File: src/verilog/artr_pkg.sv
// Constants and types for the auto-reload capture timer
package artr_pkg;

  // ------------------------------------------------------------
  // Register indices, byte address is four times the index
  // ------------------------------------------------------------
  localparam logic [7:0] CTRL_IDX = 8'hC8;
  localparam logic [7:0] MODE_IDX = 8'hC9;
  localparam logic [7:0] CAPL_IDX = 8'hCA;
  localparam logic [7:0] CAPH_IDX = 8'hCB;
  localparam logic [7:0] CNTL_IDX = 8'hCC;
  localparam logic [7:0] CNTH_IDX = 8'hCD;

  // ------------------------------------------------------------
  // Register select codes
  // ------------------------------------------------------------
  localparam logic [2:0] SEL_CTRL = 3'h0;
  localparam logic [2:0] SEL_MODE = 3'h1;
  localparam logic [2:0] SEL_CAPL = 3'h2;
  localparam logic [2:0] SEL_CAPH = 3'h3;
  localparam logic [2:0] SEL_CNTL = 3'h4;
  localparam logic [2:0] SEL_CNTH = 3'h5;
  localparam logic [2:0] SEL_NONE = 3'h7;

  // ------------------------------------------------------------
  // Mode register fields and reset values
  // ------------------------------------------------------------
  localparam int MODE_HC_LSB = 4;
  localparam int MODE_CR_BIT = 3;
  localparam int MODE_DOWN_COUNT_ENABLE_BIT = 0;
  localparam logic [7:0] MODE_MASK = 8'hF9;
  localparam logic [7:0] CTRL_RST = 8'h00;
  localparam logic [7:0] MODE_RST = 8'h00;
  localparam logic [15:0] CNT_RST = 16'h0000;
  localparam logic [15:0] CNT_MAX = 16'hFFFF;

  // ------------------------------------------------------------
  // Tick dividers in clock cycles
  // ------------------------------------------------------------
  localparam logic [3:0] DIV_SLOW = 4'hC;
  localparam logic [3:0] DIV_FAST = 4'h4;
  localparam logic [3:0] DIV_BAUD = 4'h2;

  typedef struct packed {
    logic ovf;
    logic ext;
    logic rclk;
    logic transmit_clock_select;
    logic exen;
    logic run;
    logic ct;
    logic cprl;
  } artr_ctrl_t;

endpackage

File: src/verilog/artr_fall_det.sv
// Pin synchroniser with falling edge detect
`timescale 1ns/100ps
module artr_fall_det (
  input wire logic pclk,
  input wire logic presetn,
  input wire logic pin_in,
  output logic level,
  output logic fall
);

  logic s1_q;
  logic s2_q;
  logic s3_q;

  // ------------------------------------------------------------
  // Two stages, then an edge stage; idle level is high
  // ------------------------------------------------------------
  always_ff @(posedge pclk or negedge presetn) begin
    if (!presetn) begin
      s1_q <= 1'b1;
      s2_q <= 1'b1;
      s3_q <= 1'b1;
    end else begin
      s1_q <= pin_in;
      s2_q <= s1_q;
      s3_q <= s2_q;
    end
  end

  assign level = s2_q;
  assign fall = s3_q & ~s2_q;

endmodule

File: src/verilog/artr_timer.sv
// 16-bit auto-reload, capture and baud-rate timer with APB registers
`timescale 1ns/100ps
module artr_timer
  import artr_pkg::*;
(
  input wire logic pclk,
  input wire logic presetn,
  input wire logic psel,
  input wire logic penable,
  input wire logic pwrite,
  input wire logic [11:0] paddr,
  input wire logic [31:0] pwdata,
  output logic [31:0] prdata,
  output logic pready,
  output logic pslverr,
  input wire logic trigger_pin,
  input wire logic count_input_pin,
  input wire logic timer_speed_bit,
  input wire logic timer1_overflow,
  input wire logic serial_mode13,
  input wire logic [3:0] isr_enter,
  output logic overflow_flag,
  output logic external_event_flag,
  output logic timer_irq,
  output logic rx_baud_tick,
  output logic tx_baud_tick,
  output logic [3:0] ext_flag_clear
);

  // ------------------------------------------------------------
  // Address decode
  // ------------------------------------------------------------
  function automatic logic [2:0] reg_sel(input logic [11:0] a);
    logic [2:0] s;
    s = SEL_NONE;
    if (a[1:0] != 2'h0) begin
      s = SEL_NONE;
    end else if (a[9:2] == CTRL_IDX) begin
      s = SEL_CTRL;
    end else if (a[9:2] == MODE_IDX) begin
      s = SEL_MODE;
    end else if (a[9:2] == CAPL_IDX) begin
      s = SEL_CAPL;
    end else if (a[9:2] == CAPH_IDX) begin
      s = SEL_CAPH;
    end else if (a[9:2] == CNTL_IDX) begin
      s = SEL_CNTL;
    end else if (a[9:2] == CNTH_IDX) begin
      s = SEL_CNTH;
    end
    if (a[11:10] != 2'h0) begin
      s = SEL_NONE;
    end
    return s;
  endfunction

  artr_ctrl_t ctrl_q;
  logic [7:0] mode_q;
  logic [15:0] cnt_q;
  logic [15:0] cap_q;
  logic [3:0] pre_q;
  logic [31:0] prdata_q;
  logic pready_q;
  logic pslverr_q;
  logic irq_q;
  logic rx_q;
  logic tx_q;
  logic [3:0] clr_q;

  logic trig_lvl;
  logic trig_fall;
  logic cnt_fall;

  // ------------------------------------------------------------
  // Pin synchronisers
  // ------------------------------------------------------------
  artr_fall_det u_trig (
    .pclk(pclk),
    .presetn(presetn),
    .pin_in(trigger_pin),
    .level(trig_lvl),
    .fall(trig_fall)
  );

  artr_fall_det u_cnt (
    .pclk(pclk),
    .presetn(presetn),
    .pin_in(count_input_pin),
    .level(),
    .fall(cnt_fall)
  );

  // ------------------------------------------------------------
  // Bus strobes
  // ------------------------------------------------------------
  logic setup;
  logic wr_en;
  logic [2:0] sel;
  logic wr_ctrl;
  logic wr_mode;
  logic wr_cap;
  logic wr_cnt;
  logic [7:0] wbyte;

  assign setup = psel & ~penable;
  assign wr_en = psel & penable & pready_q & pwrite & ~pslverr_q;
  assign sel = reg_sel(paddr);
  assign wbyte = pwdata[7:0];
  assign wr_ctrl = wr_en & (sel == SEL_CTRL);
  assign wr_mode = wr_en & (sel == SEL_MODE);
  assign wr_cap = wr_en & ((sel == SEL_CAPL) | (sel == SEL_CAPH));
  assign wr_cnt = wr_en & ((sel == SEL_CNTL) | (sel == SEL_CNTH));

  // ------------------------------------------------------------
  // Mode decode
  // ------------------------------------------------------------
  logic baud;
  logic down_count_enable;
  logic down;
  logic trig_ev;
  logic reload_mode;
  logic [3:0] div;
  logic pre_tick;
  logic cnt_tick;
  logic up_ovf;
  logic dn_unf;
  logic wrap;

  assign down_count_enable = mode_q[MODE_DOWN_COUNT_ENABLE_BIT];
  assign baud = ctrl_q.rclk | ctrl_q.transmit_clock_select;
  assign reload_mode = baud | ~ctrl_q.cprl;
  // Direction only matters in plain reload mode
  assign down = down_count_enable & ~baud & ~ctrl_q.cprl & ~trig_lvl;
  // Trigger is dead while baud clocks run
  assign trig_ev = trig_fall & ctrl_q.exen & ~baud;

  // Divider keeps counting across a mode change, so the first tick may run short or long
  assign div = baud ? DIV_BAUD :
               (timer_speed_bit ? DIV_FAST : DIV_SLOW);
  assign pre_tick = (pre_q == 4'(div - 4'h1));
  assign cnt_tick = ctrl_q.run & ((ctrl_q.ct & ~baud) ? cnt_fall :
                    pre_tick);
  assign up_ovf = cnt_tick & ~down & (cnt_q == CNT_MAX);
  assign dn_unf = cnt_tick & down & (cnt_q == cap_q);
  assign wrap = up_ovf | dn_unf;

  // ------------------------------------------------------------
  // Prescaler
  // ------------------------------------------------------------
  always_ff @(posedge pclk or negedge presetn) begin
    if (!presetn) begin
      pre_q <= 4'h0;
    end else if (pre_tick || !ctrl_q.run) begin
      pre_q <= 4'h0;
    end else begin
      pre_q <= pre_q + 4'h1;
    end
  end

  // ------------------------------------------------------------
  // Counter
  // ------------------------------------------------------------
  always_ff @(posedge pclk or negedge presetn) begin
    if (!presetn) begin
      cnt_q <= CNT_RST;
    end else if (wr_en && sel == SEL_CNTL) begin
      cnt_q[7:0] <= wbyte;
    end else if (wr_en && sel == SEL_CNTH) begin
      cnt_q[15:8] <= wbyte;
    end else if (trig_ev && ctrl_q.cprl && mode_q[MODE_CR_BIT]) begin
      cnt_q <= CNT_RST;
    end else if (trig_ev && !ctrl_q.cprl && !down_count_enable) begin
      cnt_q <= cap_q;
    end else if (up_ovf) begin
      cnt_q <= reload_mode ? cap_q : CNT_RST;
    end else if (dn_unf) begin
      cnt_q <= CNT_MAX;
    end else if (cnt_tick) begin
      cnt_q <= down ? cnt_q - 16'h0001 : cnt_q + 16'h0001;
    end
  end

  // ------------------------------------------------------------
  // Capture and reload register
  // ------------------------------------------------------------
  always_ff @(posedge pclk or negedge presetn) begin
    if (!presetn) begin
      cap_q <= CNT_RST;
    end else if (wr_en && sel == SEL_CAPL) begin
      cap_q[7:0] <= wbyte;
    end else if (wr_en && sel == SEL_CAPH) begin
      cap_q[15:8] <= wbyte;
    end else if (trig_ev && ctrl_q.cprl) begin
      cap_q <= cnt_q;
    end
  end

  // ------------------------------------------------------------
  // Control register; hardware set wins over software clear
  // ------------------------------------------------------------
  logic ovf_set;
  logic ext_set;

  assign ovf_set = wrap & ~baud;
  assign ext_set = trig_ev | (wrap & down_count_enable & ~ctrl_q.cprl & ~baud);

  always_ff @(posedge pclk or negedge presetn) begin
    if (!presetn) begin
      ctrl_q <= artr_ctrl_t'(CTRL_RST);
    end else begin
      if (wr_ctrl) begin
        ctrl_q <= artr_ctrl_t'(wbyte);
      end
      if (ovf_set) begin
        ctrl_q.ovf <= 1'b1;
      end
      if (ext_set) begin
        ctrl_q.ext <= 1'b1;
      end
    end
  end

  always_ff @(posedge pclk or negedge presetn) begin
    if (!presetn) begin
      mode_q <= MODE_RST;
    end else if (wr_mode) begin
      mode_q <= wbyte & MODE_MASK;
    end
  end

  // ------------------------------------------------------------
  // Serial time-bases, interrupt and auto-clear outputs
  // ------------------------------------------------------------
  always_ff @(posedge pclk or negedge presetn) begin
    if (!presetn) begin
      rx_q <= 1'b0;
      tx_q <= 1'b0;
    end else begin
      rx_q <= serial_mode13 &
              (ctrl_q.rclk ? up_ovf : timer1_overflow);
      tx_q <= serial_mode13 &
              (ctrl_q.transmit_clock_select ? up_ovf : timer1_overflow);
    end
  end

  always_ff @(posedge pclk or negedge presetn) begin
    if (!presetn) begin
      irq_q <= 1'b0;
    end else begin
      irq_q <= ctrl_q.ovf | ctrl_q.ext;
    end
  end

  always_ff @(posedge pclk or negedge presetn) begin
    if (!presetn) begin
      clr_q <= 4'h0;
    end else begin
      clr_q <= isr_enter & mode_q[MODE_HC_LSB +: 4];
    end
  end

  // ------------------------------------------------------------
  // APB answer, one wait-free access phase
  // ------------------------------------------------------------
  logic [7:0] rd_byte;

  always_comb begin
    rd_byte = 8'h00;
    if (sel == SEL_CTRL) begin
      rd_byte = ctrl_q;
    end else if (sel == SEL_MODE) begin
      rd_byte = mode_q;
    end else if (sel == SEL_CAPL) begin
      rd_byte = cap_q[7:0];
    end else if (sel == SEL_CAPH) begin
      rd_byte = cap_q[15:8];
    end else if (sel == SEL_CNTL) begin
      rd_byte = cnt_q[7:0];
    end else if (sel == SEL_CNTH) begin
      rd_byte = cnt_q[15:8];
    end
  end

  always_ff @(posedge pclk or negedge presetn) begin
    if (!presetn) begin
      pready_q <= 1'b0;
      pslverr_q <= 1'b0;
      prdata_q <= 32'h0000_0000;
    end else begin
      pready_q <= setup;
      pslverr_q <= setup & (sel == SEL_NONE);
      prdata_q <= (setup && !pwrite) ? {24'h00_0000, rd_byte} :
                  32'h0000_0000;
    end
  end

  assign prdata = prdata_q;
  assign pready = pready_q;
  assign pslverr = pslverr_q;
  assign overflow_flag = ctrl_q.ovf;
  assign external_event_flag = ctrl_q.ext;
  assign timer_irq = irq_q;
  assign rx_baud_tick = rx_q;
  assign tx_baud_tick = tx_q;
  assign ext_flag_clear = clr_q;
endmodule

File: config.mk
export PLATFORM = sky130hd
export DESIGN_NAME = artr_timer
export DESIGN_NICKNAME = d
export VERILOG_FILES = /design/src/verilog/artr_pkg.sv /design/src/verilog/artr_fall_det.sv /design/src/verilog/artr_timer.sv
export SDC_FILE = /design/constraint.sdc
export NUM_CORES = 1
export LEC_CHECK = 0
export BUFFER_PORTS_ARGS = -buffer_cell sky130_fd_sc_hd__buf_2
export CAP_MARGIN = 40
export CORE_ASPECT_RATIO = 0.8
export CORE_MARGIN = 1
export CORE_UTILIZATION = 35
export DETAILED_ROUTE_END_ITERATION = 10
export GPL_TIMING_DRIVEN = 0
export HOLD_SLACK_MARGIN = 0.15
export SLEW_MARGIN = 30
export SYNTH_ARGS = -nofsm -noshare
export SYNTH_HDL_FRONTEND = slang
export SYNTH_SLANG_ARGS = --single-unit
File: constraint.sdc
create_clock -name pclk -period 3.8 [get_ports pclk]
set_input_delay 0.38 -clock pclk [delete_from_list [all_inputs] [get_ports pclk]]
set_output_delay 0.38 -clock pclk [all_outputs]
set_load 0.01 [all_outputs]
# Word level (Yosys, flattened, before mapping)
# Index checks and enable logic that the tools add are counted.
[word_totals]
ff_bits = 73
input_bits = 58
output_inout_bits = 43
elab_cells = 155
[classes]
addsub = 4
eq_ne = 17
mux = 38
n_bitwise = 42
reduce_logical = 27
[ops]
columns = ["op", "count"]
rows = [
  ["two-way mux 16 bit", 8],
  ["two-way mux 8 bit", 14],
  ["== test 8 bit, second input constant", 6],
  ["bitwise AND 1 bit", 27],
  ["two-way mux 3 bit", 6],
  ["adder 16 x 1 -> 16 bit, second input constant", 1],
  ["== test 16 bit", 1],
  ["== test 16 bit, second input constant", 1],
  ["subtractor 16 x 1 -> 16 bit, second input constant", 1],
  ["two-way mux 4 bit", 3],
  ["nonzero test 2 bit", 6],
  ["nonzero test 6 bit", 2],
  ["== test 3 bit, second input constant", 3],
  ["logical AND 1 bit", 9],
  ["inverter 1 bit", 9],
  ["AND reduction 2 bit", 4],
  ["== test 3 x 2 -> 1 bit, second input constant", 2],
  ["two-way mux 1 bit", 5],
  ["bitwise OR 1 bit", 5],
  ["adder 4 x 1 -> 4 bit, second input constant", 1],
  ["bitwise AND 4 bit", 1],
  ["== test 4 bit", 1],
  ["logical NOT 1 bit", 4],
  ["two-way mux 2 bit", 2],
  ["5 further kinds", 6],
]

# Longest topological paths before layout
# Gate-level depths: netlist of run 1.
[logic_depth]
word_depth = 17
mapped_depth = 12
mapped_depth_nobuf = 10

# By module
# A second synthesis of run 1 with hierarchy kept.
[hier_totals]
cells_unflattened = 538
area_unflattened_um2 = 4919.7
[modules_own_cells]
columns = ["mod", "n_inst", "cells_each", "area_per_inst_um2", "seq_area_each_um2"]
rows = [
  ["artr_timer", 1, 530, 4734.5, 1676.6],
  ["artr_fall_det", 2, 4, 92.6, 78.8],
]

# Worst setup path after synthesis of run 1
# No wires, ideal clock.
[synth_timing]
path_type = "flip-flop to flip-flop"
from = "reg ctrl_q[4] (netlist name)"
to = "reg cnt_q[11]"
setup_time_ps = 133
arrival_time_ps = 3941
required_time_ps = 3667
setup_slack_ps = -274
path_stages_with_launch = 12
path_buffers = 1
synth_period_minus_slack_ps = 4074
cell_sequence = "dfrtp_1 clkbuf_1 or2_2 nor4b_2 ha_1 and3_1 a2111oi_2 a21boi_0 a211oi_1 xnor2_1 o311ai_0 nand2_1"
[synth_between]
elab_chain_cells = 13
elab_cells_between_ends = 32
classes_between = "1 x add/sub; 1 x eq/ne; 10 x mux; 14 x bitwise; 6 x reduce/logical"
[synth_rtl]
columns = ["element", "line_no", "source"]
rows = [
  ["start, declared", "artr_timer.sv:57", "artr_ctrl_t ctrl_q;"],
  ["start signal, assigned", "artr_timer.sv:209", "ctrl_q <= artr_ctrl_t'(CTRL_RST);"],
  ["start signal, assigned", "artr_timer.sv:212", "ctrl_q <= artr_ctrl_t'(wbyte);"],
  ["bitwise OR 1 bit (*)", "artr_timer.sv:130", "assign baud = ctrl_q.rclk | ctrl_q.transmit_clock_select;"],
  ["two-way mux 4 bit", "artr_timer.sv:138", "assign div = baud ? DIV_BAUD :"],
  ["subtractor 4 x 1 -> 4 bit", "artr_timer.sv:140", "assign pre_tick = (pre_q == 4'(div - 4'h1));"],
  ["== test 4 bit", "artr_timer.sv:140", ""],
  ["two-way mux 1 bit", "artr_timer.sv:141", "assign cnt_tick = ctrl_q.run & ((ctrl_q.ct & ~baud) ? cnt_fall :"],
  ["bitwise AND 1 bit", "artr_timer.sv:141", ""],
  ["bitwise AND 1 bit (2 in series)", "artr_timer.sv:144", "assign dn_unf = cnt_tick & down & (cnt_q == cap_q);"],
  ["two-way mux 16 bit", "artr_timer.sv:176", "end else if (dn_unf) begin"],
  ["two-way mux 16 bit", "artr_timer.sv:174", "end else if (up_ovf) begin"],
  ["two-way mux 16 bit", "artr_timer.sv:172", "end else if (trig_ev && !ctrl_q.cprl && !down_count_enable) begin"],
  ["two-way mux 16 bit", "artr_timer.sv:170", "end else if (trig_ev && ctrl_q.cprl && mode_q[MODE_CR_BIT]) begin"],
  ["two-way mux 8 bit", "artr_timer.sv:168", "end else if (wr_en && sel == SEL_CNTH) begin"],
  ["end signal, assigned", "artr_timer.sv:169", "cnt_q[15:8] <= wbyte;"],
  ["end signal, assigned", "artr_timer.sv:173", "cnt_q <= cap_q;"],
  ["end signal, assigned", "artr_timer.sv:175", "cnt_q <= reload_mode ? cap_q : CNT_RST;"],
  ["end, declared", "artr_timer.sv:59", "logic [15:0] cnt_q;"],
]
# Mark *: on every way between the ends. The rest lies on a longest branch, timed or not. The select of a mux whose other input is x is not followed.
# A chain may end at the register's enable or synchronous reset.

# Worst setup path in the final report of run 1
[layout_timing]
from = "reg ctrl_q[4] (netlist name)"
to = "reg cnt_q[13]"
# The elaborated chain is that of the path after synthesis.

==> tab_implementation.tex, run 1 <==
\begin{tabular}{lr}
\hline
Metric & Value \\
\hline
\multicolumn{2}{l}{\textbf{Floorplan}} \\
Initial core utilization & 36.31\% \\
Die Span X & 135.3 µm \\
Height of the chip & about 110 µm \\
Core area & $\sim$14000 µm² \\
Total die area & 14690 µm² \\
Total number of placement rows & 38 \\
Total I/O pin count & 101 \\
\multicolumn{2}{l}{\textbf{Critical path}} \\
Required time of the worst setup path & 4040 ps \\
Critical setup path kind & flip-flop to flip-flop \\
Register-to-Register Setup Slack & about 240 ps \\
Arrival time reported for the critical path endpoint & 3790 ps \\
Max Fanout on Critical Path & 10 \\
Nature of the critical path startpoint & flip-flop \\
Critical path endpoint category & flip-flop \\
\multicolumn{2}{l}{\textbf{Power}} \\
Power per Cell Area & 304.3 nW/µm² \\
Total power & 1.817 mW \\
Leakage dissipation & roughly 2.8 nW \\
Worst IR drop on VDD & 0.2571 mV \\
\multicolumn{2}{l}{\textbf{Clocking}} \\
Clock transition at the register clock pins on the worst setup and hold paths after CTS & 60 ps \\
CTS tree & yes \\
Worst-Skew Late Latency & 340 ps \\
Cell at the root of the clock tree & sky130\_fd\_sc\_hd\_\_clkbuf\_16 \\
Number of buffers created by CTS & 9 \\
Maximum level of the CTS H-tree & 3 \\
Number of clock sinks & 73 \\
Clock Tree Buf Depth & 2 \\
\multicolumn{2}{l}{\textbf{STA}} \\
Final setup slack of the worst path & 243.8 ps \\
Final-report setup violation count & 0 \\
Min Tclk post-route & 3556 ps \\
Upper clock frequency limit & 281.2 MHz \\
Final sum of negative setup slack & 0 ps \\
Final clock period utilization by the worst path & just over 90\% \\
Worst slew pin tran & 873.0 ps \\
Relative slew slack & 40.98\% \\
Max Transition Viols Final & 0 \\
RSZ-0062 raised after global routing & no \\
Fin. Hold Viols & 0 \\
Post-route clock skew & 6.965 ps \\
\multicolumn{2}{l}{\textbf{Cells and area}} \\
Area growth, synth to finish & 20.06\% \\
Share of final-layout standard cells stronger than drive strength 1 & 22.88\% \\
Number of nets in the layout & 707 \\
ANT cells & 0 \\
\multicolumn{2}{l}{\textbf{Yosys}} \\
Primary flip-flop cell chosen by synthesis mapping & sky130\_fd\_sc\_hd\_\_dfrtp\_1 \\
Cells taking the most area after synthesis & sky130\_fd\_sc\_hd\_\_dfrtp\_1 34\%, sky130\_fd\_sc\_hd\_\_mux2i\_1 4.0\%, sky130\_fd\_sc\_hd\_\_buf\_4 3.9\% \\
Cell taking the most area after synthesis & sky130\_fd\_sc\_hd\_\_dfrtp\_1 \\
Portion of synthesized cell area occupied by the leading cell type & between 30\% and 40\% \\
Post-Synthesis Cell Area & 4972 µm² \\
Unique masters post-synth & 67 \\
Fraction of registers with async set or reset after synthesis & 100.0\% \\
Number of enable-type register cells in the synthesized netlist & 0 \\
Yosys warning total & 0 \\
Post-synthesis sequential element count & 73 \\
Syn Inst Count & 542 \\
Part of the Yosys area used for sequential elements & 36.89\% \\
Mean post-synth cell area & 9.174 µm² \\
\multicolumn{2}{l}{\textbf{Detailed routing}} \\
Number of nets with antenna violations after detailed routing & 0 \\
DRC errors left & 0 \\
Initial DRC count & 436 \\
Number of vias after detailed routing & around 4700 \\
Total routed wirelength & around 16000 µm \\
1st-pass router iterations & 6 \\
Routed vias/inst & around 5.8 \\
Wirelength per Cell & 19.47 µm \\
\multicolumn{2}{l}{\textbf{GRT}} \\
Final global-route overflow total & 0 \\
First-pass GRT wire length & around 25000 µm \\
Total GRT Usage & 22.73\% \\
Vias in the first global route & 4586 \\
Pin count of the biggest net entering global routing & 40 \\
Initial antenna violation count & 0 \\
\multicolumn{2}{l}{\textbf{Placement}} \\
Final weighted congestion of routability-driven global placement & between 0.9 and 1 \\
Post-Place Setup Slack & -332.3 ps \\
Post-detailed-placement half-perimeter wirelength & 11770 µm \\
IO Port Bufs & 52 \\
\multicolumn{2}{l}{\textbf{Run}} \\
Max-cap check violation count & 0 \\
\multicolumn{2}{l}{\textbf{Hold path}} \\
Class of the worst hold path & input port to flip-flop \\
\multicolumn{2}{l}{\textbf{Run status}} \\
Status & finished clean \\
\hline
\end{tabular}
[flip-flops by register name, indices dropped and copies added, names as in the netlist, 4 cells and up]
register,flops
cap_q,16
cnt_q,16
ctrl_q,6
ext_flag_clear,4
mode_q,6
prdata,8
pre_q,4
[power by group]
| part | total (mW) | switching (mW) | internal, mW |
|---|---|---|---|
| Sequential | 0.789 | 0.00358 | 0.786 |
| Combinational | 0.100 | 0.0601 | 0.0399 |
| Clock | 0.928 | 0.349 | 0.579 |
| Total | 1.82 | 0.413 | 1.40 |
[cells in the mapped netlist (all sizes together) (8+ instances only)]
| library cell | count |
|---|---|
| o22ai | 9 |
| o21ai | 40 |
| nand2 | 50 |
| a211oi | 9 |
| nor2 | 36 |
| ha | 15 |
| dfrtp | 67 |
| xor2 | 20 |
| nor3 | 9 |
| clkbuf | 12 |
| a31oi | 12 |
| mux2 | 14 |
| mux2i | 20 |
| xnor2 | 8 |
| nor4 | 11 |
| a21oi | 31 |
| and2 | 12 |
| buf | 33 |
| a22oi | 17 |
| nand3 | 11 |
[cell families after synthesis]
logic type	count (synthesis)	synth area share (%)
AOI/OAI and AO/OA	161	21.39
xor gates and xnor gates	28	4.932
adders and majority gates	16	4.177
buffers and inverters	51	6.115
DFF	73	36.89
muxes	34	7.197
other	1	0.07542
and+or+nand+nor	178	19.23
[cell usage in the layout, fill, tap and decap left out, drive strengths merged, types with 8 or more instances in the layout]
cell type / instances
a211oi: 9
conb: 24
dfrtp: 67
a31oi: 12
mux2i: 20
nor4: 11
nor3: 9
nand2: 50
buf: 89
nor2: 36
a21oi: 31
xor2: 20
xnor2: 8
o21ai: 40
mux2: 14
and2: 12
clkbuf: 20
ha: 15
a22oi: 17
nand3: 11
o22ai: 9
[worst max-delay path: stages (launching register included)]
cell and delay [ps]:
sky130_fd_sc_hd__dfrtp_1 510, sky130_fd_sc_hd__or2_2 400, sky130_fd_sc_hd__nor4b_4 250, sky130_fd_sc_hd__buf_4 210, sky130_fd_sc_hd__ha_1 300, sky130_fd_sc_hd__and3_1 250
sky130_fd_sc_hd__a2111oi_4 420, sky130_fd_sc_hd__a21boi_1 200, sky130_fd_sc_hd__a211oi_2 250, sky130_fd_sc_hd__buf_4 170, sky130_fd_sc_hd__mux2i_1 180, sky130_fd_sc_hd__nor4_1 70
sky130_fd_sc_hd__o31ai_1 250
[stage by stage]
stage / instance area, µm² / utilization [%] / cells / hold WS, ps
after floorplan: 5067 / - / 565 / 84.41
after global routing: 5969 / 43.59 / 818 / 255.6
after detailed placement: 5589 / 40.82 / 799 / 347.5
after CTS: 5961 / 43.53 / 820 / 248.3
final: 5969 / 43.59 / 818 / 252.2
after global placement: 5553 / 40.55 / 797 / 346.4
[worst paths after layout]
path | start | endpoint | cells past startpoint
setup / recovery | ctrl_q[4]$_DFFE_PN0N_ | cnt_q[13]$_DFFE_PN0P_ | 12
hold / removal | isr_enter[1] | ext_flag_clear[1]$_DFF_PN0_ | 2
setup reg to reg | ctrl_q[4]$_DFFE_PN0N_ | cnt_q[13]$_DFFE_PN0P_ | 12
hold reg to reg | u_trig.s1_q$_DFF_PN1_ | u_trig.level$_DFF_PN1_ | 0
max in group asynchronous | presetn | cap_q[15]$_DFFE_PN0P_ | 3
min in group asynchronous | presetn | pre_q[3]$_DFF_PN0_ | 2
[area by class of cell]
| type | instances | area [µm²] |
|---|---|---|
| Buffer | 43 | 274.0 |
| Clock buffer | 10 | 229.0 |
| Clock inverter | 6 | 92.59 |
| Fill cell | 1341 | 7724 |
| Inverter | 6 | 22.52 |
| Multi-Input combinational cell | 441 | 2957 |
| Sequential cell | 73 | 1834 |
| Tap cell | 180 | 225.2 |
| Timing Repair Buffer | 59 | 335.3 |
[repair_timing]
| action | in CTS | in global routing |
|---|---|---|
| endpoints found under the hold margin | 30 | 0 |
| pin swaps | 2 | 0 |
| gates cloned | 0 | 0 |
| hold buffers | 3 | 0 |
| setup buffers | 2 | 0 |
| endpoints found under the setup margin | 4 | 5 |
| resized for setup | 1 | 4 |
[routing by layer]
layer | global-route usage [%] | wire, µm
met1 | 31.13 | 7238
met2 | 34.91 | 7020
met3 | 6.142 | 1401
met4 | 6.581 | 264
met5 | 0 | 0
No activity file was read; power rests on OpenSTA's default activity.
==> inputs of run 2 (changes only) <==
--- a/config.mk
+++ b/config.mk
@@ -13,6 +13,7 @@
 export DETAILED_ROUTE_END_ITERATION = 10
 export GPL_TIMING_DRIVEN = 0
 export HOLD_SLACK_MARGIN = 0.15
+export SETUP_SLACK_MARGIN = 0.1
 export SLEW_MARGIN = 30
 export SYNTH_ARGS = -nofsm -noshare
 export SYNTH_HDL_FRONTEND = slang
==> constraint.sdc (replaced) <==
create_clock -name pclk -period 3.8 [get_ports pclk]
set_input_delay 0.38 -clock pclk [delete_from_list [all_inputs] [get_ports pclk]]
set_output_delay 0.38 -clock pclk [all_outputs]
set_load 0.02 [all_outputs]
==> run 2 against run 1 <==
Sequential power hardly changed. Count of clock-buffer cells in the layout grew 1. First-iteration DRC count is 3.9% lower. Wire length decreased by 0.67%. Clock power decreased by 5.1%. Non-clock buffer count up 4. Maximum frequency rose by 0.29%. Global-route usage hardly changed. Core utilization increased by 0.10 points. Via count fell by 1.4%. Highest routed layer unchanged.
==> tab_implementation.tex, run 2 (synthesis results as in run 1) <==
\begin{tabular}{lr}
\hline
Metric & Value \\
\hline
\multicolumn{2}{l}{\textbf{Run status}} \\
Status & finished clean (unchanged) \\
\multicolumn{2}{l}{\textbf{Hold path}} \\
Class of the worst hold path & input port to flip-flop (unchanged) \\
\multicolumn{2}{l}{\textbf{STA}} \\
Relative slew slack & 48.01\% (was 40.98\%) \\
Final clock period utilization by the worst path & 93.31\% (was 93.58\%) \\
Max Transition Viols Final & 0 (unchanged) \\
Fin. Hold Viols & 0 (unchanged) \\
RSZ-0062 raised after global routing & no (unchanged) \\
Upper clock frequency limit & 282.0 MHz (was 281.2 MHz) \\
Min Tclk post-route & 3546 ps (was 3556 ps) \\
Worst slew pin tran & 777.9 ps (was 873.0 ps) \\
Final-report setup violation count & 0 (unchanged) \\
Post-route clock skew & 10.55 ps (was 6.965 ps) \\
Final setup slack of the worst path & 254.1 ps (was 243.8 ps) \\
\multicolumn{2}{l}{\textbf{Cells and area}} \\
Area growth, synth to finish & 20.33\% (was 20.06\%) \\
Register area & 1836 µm² (was 1834 µm²) \\
Non-Filler Cell Area, Final & 5983 µm² (was 5969 µm²) \\
Most frequent cells in the layout & 66 x sky130\_fd\_sc\_hd\_\_dfrtp\_1, 57 x sky130\_fd\_sc\_hd\_\_buf\_2, 50 x sky130\_fd\_sc\_hd\_\_nand2\_1 (was 67 x sky130\_fd\_sc\_hd\_\_dfrtp\_1, 57 x sky130\_fd\_sc\_hd\_\_buf\_2, 50 x sky130\_fd\_sc\_hd\_\_nand2\_1) \\
Leading cell type in the layout, fill and taps excluded & sky130\_fd\_sc\_hd\_\_dfrtp\_1 (unchanged) \\
Multi-input gate area & 2957 µm² (unchanged) \\
Count of fill cells added during filler insertion & 1340 (was 1341) \\
Number of nets in the layout & 711 (was 707) \\
Share of final-layout standard cells stronger than drive strength 1 & 23.52\% (was 22.88\%) \\
ANT cells & 0 (unchanged) \\
\multicolumn{2}{l}{\textbf{Power}} \\
Portion of total power attributed to sequential cells & 44.3\% (was 43.4\%) \\
Clock Power Share & 49.4\% (was 51.1\%) \\
Net switching share of the total power & 23.86\% (was 22.72\%) \\
Leakage dissipation & 2.796 nW (was 2.780 nW) \\
Power per Cell Area & 297.9 nW/µm² (was 304.3 nW/µm²) \\
Internal power summed over all cells & 1.357 mW (was 1.404 mW) \\
Switching power & 0.4254 mW (was 0.4127 mW) \\
Worst IR drop on VDD & 0.2173 mV (was 0.2571 mV) \\
Portion of total power attributed to combinational logic & 6.3\% (was 5.5\%) \\
\multicolumn{2}{l}{\textbf{Critical path}} \\
Crit-path slowest cell & sky130\_fd\_sc\_hd\_\_dfrtp\_1 (unchanged) \\
Critical setup path kind & flip-flop to flip-flop (unchanged) \\
Critical path endpoint category & flip-flop (unchanged) \\
Required time of the worst setup path & 4020 ps (was 4040 ps) \\
Arrival time reported for the critical path endpoint & 3770 ps (was 3790 ps) \\
Critical path's largest stage delay & 520 ps (was 510 ps) \\
Nature of the critical path startpoint & flip-flop (unchanged) \\
Critical Path Most Common Cell & sky130\_fd\_sc\_hd\_\_buf\_4 (unchanged) \\
Max Fanout on Critical Path & 12 (was 10) \\
Cells along the critical path & or2\_2 -> nor4b\_4 -> buf\_4 -> buf\_4 -> buf\_4 -> ha\_1 -> a21oi\_2 -> o21ai\_1 -> o31a\_1 -> or3\_1 -> a211oi\_1 -> o31ai\_1 (was or2\_2 -> nor4b\_4 -> buf\_4 -> ha\_1 -> and3\_1 -> a2111oi\_4 -> a21boi\_1 -> a211oi\_2 -> buf\_4 -> mux2i\_1 -> nor4\_1 -> o31ai\_1) \\
\multicolumn{2}{l}{\textbf{Detailed routing}} \\
Routed vias/inst & 5.644 (was 5.753) \\
DRC errors left & 0 (unchanged) \\
1st-pass router iterations & 6 (unchanged) \\
Total routed wirelength & 15820 µm (was 15930 µm) \\
Wirelength per Cell & 19.24 µm (was 19.47 µm) \\
Initial DRC count & 419 (was 436) \\
Number of vias after detailed routing & 4639 (was 4706) \\
Number of nets with antenna violations after detailed routing & 0 (unchanged) \\
\multicolumn{2}{l}{\textbf{Floorplan}} \\
Total die area & 14690 µm² (unchanged) \\
Initial core utilization & 36.31\% (unchanged) \\
Height of the chip & 108.6 µm (unchanged) \\
Total I/O pin count & 101 (unchanged) \\
Die Span X & 135.3 µm (unchanged) \\
Total number of placement rows & 38 (unchanged) \\
Core area & 13690 µm² (unchanged) \\
\multicolumn{2}{l}{\textbf{Placement}} \\
IO Port Bufs & 52 (unchanged) \\
Area after detailed placement & 5594 µm² (was 5589 µm²) \\
Post-Place Setup Slack & -229.3 ps (was -332.3 ps) \\
Final weighted congestion of routability-driven global placement & 0.8981 (was 0.9330) \\
Post-detailed-placement half-perimeter wirelength & 11890 µm (was 11770 µm) \\
\multicolumn{2}{l}{\textbf{GRT}} \\
Total GRT Usage & 22.73\% (about the same) \\
First-pass GRT wire length & 24840 µm (was 25060 µm) \\
Pin count of the biggest net entering global routing & 41 (was 40) \\
Initial antenna violation count & 0 (unchanged) \\
Vias in the first global route & 4462 (was 4586) \\
Final global-route overflow total & 0 (unchanged) \\
\multicolumn{2}{l}{\textbf{Clocking}} \\
Clock Tree Buf Depth & 2 (unchanged) \\
Maximum level of the CTS H-tree & 3 (unchanged) \\
Number of clock sinks & 73 (unchanged) \\
Cell at the root of the clock tree & sky130\_fd\_sc\_hd\_\_clkbuf\_16 (unchanged) \\
Number of buffers created by CTS & 9 (unchanged) \\
Worst-Skew Late Latency & 340 ps (about the same) \\
CTS tree & yes (unchanged) \\
Clock transition at the register clock pins on the worst setup and hold paths after CTS & 60 ps (about the same) \\
\multicolumn{2}{l}{\textbf{Run}} \\
Max-cap check violation count & 0 (unchanged) \\
\hline
\end{tabular}
==> run 2: final cells by class <==
type                       count  share of cell area [%]
multi-input combinational    441                   49.41
sequential                    73                   30.68
timing repair buffer          63                   6.064
buffer                        43                   4.580
clock buffer                  11                   4.057
tap                          180                   3.764
clock inverter                 5                   1.066
inverter                       6                  0.3764
==> run 2: worst paths after layout <==
| path | from | end | slack (ps) | cells past startpoint |
|---|---|---|---|---|
| setup / recovery | ctrl_q[5]$_DFFE_PN0N_ | cnt_q[12]$_DFFE_PN0P_ | 250 | 12 |
| max in group asynchronous | presetn | ctrl_q[1]$_DFFE_PN0N_ | 2670 | 3 |
| hold reg to reg | u_trig.s1_q$_DFF_PN1_ | u_trig.level$_DFF_PN1_ | 360 | 0 |
| setup reg to reg | ctrl_q[5]$_DFFE_PN0N_ | cnt_q[12]$_DFFE_PN0P_ | 250 | 12 |
| min in group asynchronous | presetn | mode_q[4]$_DFFE_PN0P_ | 550 | 2 |
| hold / removal | isr_enter[0] | ext_flag_clear[0]$_DFF_PN0_ | 250 | 2 |
==> run 2: power by group through the flow <==
stage | Combinational, mW | Sequential (mW) | Clock (mW)
after floorplan | 0.0502 | 0.805 | 0
after global placement | 0.106 | 0.803 | 0
after detailed placement | 0.109 | 0.803 | 0
after CTS | 0.112 | 0.789 | 0.901
after global routing | 0.123 | 0.789 | 0.925
final | 0.113 | 0.789 | 0.881
==> run 2: layer usage <==
| metal | GRT usage [%] | share of wire (%) | vias up |
|---|---|---|---|
| li1 | - | - | 2169 |
| met1 | 32.79 | 46 | 2253 |
| met2 | 34.43 | 44 | 192 |
| met3 | 4.407 | 9.1 | 25 |
| met4 | 6.100 | 1.5 | 0 |
| met5 | 0 | 0 | - |
==> run 2: worst max-delay path: cells and delay by family (launching register included) <==
kind | cells | cell delay (ps)
buffers and inverters | 3 | 490
flip-flops | 1 | 520
AO/OA/AOI/OAI | 5 | 1150
AND/OR/NAND/NOR | 3 | 950
adder cells (fa/ha/maj) | 1 | 310
==> run 2: through the flow <==
stage               instances  util (%)  power (mW)  setup TNS (ps)  hold slack (ps)
floorplan                 565         -      0.8556               0            84.41
global placement          797     40.59      0.9085           -2761            346.1
detailed placement        799     40.85      0.9123          -623.7            348.2
CTS                       819     43.45       1.802               0            244.4
global route              822     43.70       1.837               0            265.7
finish                    822     43.70       1.783               0            251.6
==> run 2: timing repair <==
item | in CTS | in global routing
hold buffers | 3 | 0
endpoints found under the hold margin | 29 | 0
buffers inserted | 3 | 2
endpoints found under the setup margin | 5 | 4
pin swaps | 2 | 1
gates resized for setup | 4 | 2
==> inputs of run 3 (changes only) <==
--- a/config.mk
+++ b/config.mk
@@ -6,13 +6,16 @@
 export NUM_CORES = 1
 export LEC_CHECK = 0
 export BUFFER_PORTS_ARGS = -buffer_cell sky130_fd_sc_hd__buf_2
-export CAP_MARGIN = 40
+export CAP_MARGIN = 20
+export CELL_PAD_IN_SITES_DETAIL_PLACEMENT = 1
+export CELL_PAD_IN_SITES_GLOBAL_PLACEMENT = 1
 export CORE_ASPECT_RATIO = 0.8
 export CORE_MARGIN = 1
 export CORE_UTILIZATION = 35
 export DETAILED_ROUTE_END_ITERATION = 10
 export GPL_TIMING_DRIVEN = 0
 export HOLD_SLACK_MARGIN = 0.15
+export PLACE_DENSITY = 0.77
 export SETUP_SLACK_MARGIN = 0.1
 export SLEW_MARGIN = 30
 export SYNTH_ARGS = -nofsm -noshare
==> run 3 against run 2 <==
Global-route usage rose by 2.2 points. Worst hold slack better by 0.73 ps. Combinational power is essentially flat. Sequential share of layout area about the same. Clock power shrank 4.0%. Cell count fell by 0.24%. Setup slack improved by 54 ps. Wire length up 11%. Register-to-register slack better by 50 ps. Maximum frequency increased by 1.5%. Core utilization did not move. First-iteration DRC count down 11%.
==> tab_implementation.tex, run 3 (synthesis results as in run 1) <==
\begin{tabular}{lr}
\hline
Metric & Value \\
\hline
\multicolumn{2}{l}{\textbf{Cells and area}} \\
Number of nets in the layout & 709 (was 711) \\
Most frequent cells in the layout & 65 x sky130\_fd\_sc\_hd\_\_dfrtp\_1, 57 x sky130\_fd\_sc\_hd\_\_buf\_2, 50 x sky130\_fd\_sc\_hd\_\_nand2\_1 (was 66 x sky130\_fd\_sc\_hd\_\_dfrtp\_1, 57 x sky130\_fd\_sc\_hd\_\_buf\_2, 50 x sky130\_fd\_sc\_hd\_\_nand2\_1) \\
ANT cells & 0 (unchanged) \\
Non-Filler Cell Area, Final & 5983 µm² (unchanged) \\
Area growth, synth to finish & 20.33\% (unchanged) \\
Leading cell type in the layout, fill and taps excluded & sky130\_fd\_sc\_hd\_\_dfrtp\_1 (unchanged) \\
Share of final-layout standard cells stronger than drive strength 1 & 23.91\% (was 23.52\%) \\
\multicolumn{2}{l}{\textbf{Critical path}} \\
Reg2Reg Depth & 12 (unchanged) \\
Max Fanout on Critical Path & 10 (was 12) \\
Number of buffers and inverters on the critical path & 2 (was 3) \\
Instance count on the critical path & 12 (unchanged) \\
Arrival time reported for the critical path endpoint & 3720 ps (was 3770 ps) \\
Register-to-Register Setup Slack & 310 ps (was 250 ps) \\
Crit-path slowest cell & sky130\_fd\_sc\_hd\_\_dfrtp\_2 (was sky130\_fd\_sc\_hd\_\_dfrtp\_1) \\
Launching instance or port of the critical path & ctrl\_q[4]\$\_DFFE\_PN0N\_ (was ctrl\_q[5]\$\_DFFE\_PN0N\_) \\
Critical setup path kind & flip-flop to flip-flop (unchanged) \\
Critical Path Most Common Cell & sky130\_fd\_sc\_hd\_\_buf\_4 (unchanged) \\
Critical path's largest stage delay & 490 ps (was 520 ps) \\
Required time of the worst setup path & 4020 ps (about the same) \\
Capture point of the critical path & cnt\_q[13]\$\_DFFE\_PN0P\_ (was cnt\_q[12]\$\_DFFE\_PN0P\_) \\
CP delay by family, top & simple AND/OR/NAND/NOR gates (was compound AO/OA/AOI/OAI gates) \\
Cells along the critical path & or2\_2 -> nor4b\_4 -> buf\_4 -> ha\_1 -> and3\_1 -> a2111oi\_4 -> a21boi\_1 -> a211oi\_2 -> buf\_4 -> mux2i\_1 -> nor4\_1 -> o31ai\_1 (was or2\_2 -> nor4b\_4 -> buf\_4 -> buf\_4 -> buf\_4 -> ha\_1 -> a21oi\_2 -> o21ai\_1 -> o31a\_1 -> or3\_1 -> a211oi\_1 -> o31ai\_1) \\
Nature of the critical path startpoint & flip-flop (unchanged) \\
Critical path endpoint category & flip-flop (unchanged) \\
Endpoint of the most critical register-to-register path & cnt\_q[13]\$\_DFFE\_PN0P\_ (was cnt\_q[12]\$\_DFFE\_PN0P\_) \\
RR Startpoint & ctrl\_q[4]\$\_DFFE\_PN0N\_ (was ctrl\_q[5]\$\_DFFE\_PN0N\_) \\
\multicolumn{2}{l}{\textbf{STA}} \\
Min Tclk post-route & 3492 ps (was 3546 ps) \\
RSZ-0062 raised after global routing & no (unchanged) \\
Fin. Hold Viols & 0 (unchanged) \\
Max Transition Viols Final & 0 (unchanged) \\
Relative slew slack & 43.40\% (was 48.01\%) \\
Worst slew pin tran & 837.2 ps (was 777.9 ps) \\
Final sum of negative setup slack & 0 ps (unchanged) \\
Final-report setup violation count & 0 (unchanged) \\
Post-route clock skew & 11.02 ps (was 10.55 ps) \\
Upper clock frequency limit & 286.3 MHz (was 282.0 MHz) \\
Final clock period utilization by the worst path & 91.91\% (was 93.31\%) \\
\multicolumn{2}{l}{\textbf{Floorplan}} \\
Height of the chip & 108.6 µm (unchanged) \\
Total die area & 14690 µm² (unchanged) \\
Initial core utilization & 36.31\% (unchanged) \\
Total I/O pin count & 101 (unchanged) \\
Die Span X & 135.3 µm (unchanged) \\
Total number of placement rows & 38 (unchanged) \\
Core area & 13690 µm² (unchanged) \\
\multicolumn{2}{l}{\textbf{Clocking}} \\
Maximum level of the CTS H-tree & 3 (unchanged) \\
Cell at the root of the clock tree & sky130\_fd\_sc\_hd\_\_clkbuf\_16 (unchanged) \\
Clock Tree Buf Depth & 2 (unchanged) \\
Worst-Skew Late Latency & 350 ps (was 340 ps) \\
Number of buffers created by CTS & 9 (unchanged) \\
Clock transition at the register clock pins on the worst setup and hold paths after CTS & 60 ps (about the same) \\
CTS tree & yes (unchanged) \\
Number of clock sinks & 73 (unchanged) \\
\multicolumn{2}{l}{\textbf{Detailed routing}} \\
DRC errors left & 0 (unchanged) \\
Number of vias after detailed routing & 4808 (was 4639) \\
Wirelength per Cell & 21.40 µm (was 19.24 µm) \\
Total routed wirelength & 17550 µm (was 15820 µm) \\
Routed vias/inst & 5.863 (was 5.644) \\
Initial DRC count & 374 (was 419) \\
Number of nets with antenna violations after detailed routing & 0 (unchanged) \\
1st-pass router iterations & 5 (was 6) \\
\multicolumn{2}{l}{\textbf{GRT}} \\
First-pass GRT wire length & 27390 µm (was 24840 µm) \\
Total GRT Usage & 24.97\% (was 22.73\%) \\
Vias in the first global route & 4982 (was 4462) \\
Final global-route overflow total & 0 (unchanged) \\
Pin count of the biggest net entering global routing & 42 (was 41) \\
Initial antenna violation count & 1 (was 0) \\
\multicolumn{2}{l}{\textbf{Run status}} \\
Status & finished clean (unchanged) \\
\multicolumn{2}{l}{\textbf{Placement}} \\
Post-detailed-placement half-perimeter wirelength & 13150 µm (was 11890 µm) \\
Area after detailed placement & 5594 µm² (unchanged) \\
Final weighted congestion of routability-driven global placement & 0.9116 (was 0.8981) \\
IO Port Bufs & 52 (unchanged) \\
\multicolumn{2}{l}{\textbf{Hold path}} \\
Launch instance of the worst min-delay path & isr\_enter[1] (was isr\_enter[0]) \\
Number of cells on the worst hold path & 2 (unchanged) \\
Class of the worst hold path & input port to flip-flop (unchanged) \\
\multicolumn{2}{l}{\textbf{Power}} \\
Worst IR drop on VDD & 0.2246 mV (was 0.2173 mV) \\
Power per Cell Area & 292.4 nW/µm² (was 297.9 nW/µm²) \\
Leakage dissipation & 2.776 nW (was 2.796 nW) \\
\multicolumn{2}{l}{\textbf{Run}} \\
Max-cap check violation count & 0 (unchanged) \\
\hline
\end{tabular}
==> run 3: timing repair <==
item / 4_1_cts / 5_1_grt
setup buffers: 4 / 0
endpoints found under the setup margin: 5 / 4
gates resized for setup: 7 / 2
pin swaps: 3 / 1
gates cloned: 0 / 0
hold buffers: 3 / 0
hold endpoints to repair: 28 / 0
==> run 3: report_power, final <==
part / internal [mW] / total (mW) / switching, mW
combinational: 0.0407 / 0.115 / 0.0740
sequential: 0.786 / 0.789 / 0.00373
clock: 0.495 / 0.846 / 0.351
==> run 3: worst min path at each step <==
stage	end	slack [ps]
floorplan	cap_q[0]$_DFFE_PN0P_	80
global placement	u_trig.level$_DFF_PN1_	350
detailed placement	u_cnt.level$_DFF_PN1_	350
CTS	ext_flag_clear[1]$_DFF_PN0_	250
global route	ext_flag_clear[1]$_DFF_PN0_	260
finish	ext_flag_clear[1]$_DFF_PN0_	250
==> run 3: layer usage <==
layer,wire [µm],GRT usage [%]
met1,7730,32.75
met2,8052,40.44
met3,1419,6.048
met4,330,7.865
met5,12,0
==> run 3: cell type report <==
cell class | instances | area, µm²
fill | 1642 | 7710
clock inverter | 4 | 26.28
sequential | 73 | 1837
buffer | 43 | 274.0
clock buffer | 12 | 266.5
inverter | 6 | 22.52
multi-input combinational | 441 | 2982
timing repair buffer | 61 | 350.3
tap | 180 | 225.2
==> run 3: per-stage QoR <==
stage / util, % / total power, mW / instances / setup WS (ps) / hold WS, ps
after global routing: 43.70 / 1.794 / 820 / 140.2 / 260.0
after CTS: 43.68 / 1.752 / 820 / 291.5 / 249.6
after floorplan: - / 0.8556 / 565 / 137.5 / 84.41
final: 43.70 / 1.750 / 820 / 307.6 / 252.3
after global placement: 40.59 / 0.9080 / 797 / -633.5 / 346.3
after detailed placement: 40.85 / 0.9136 / 799 / -329.0 / 351.3
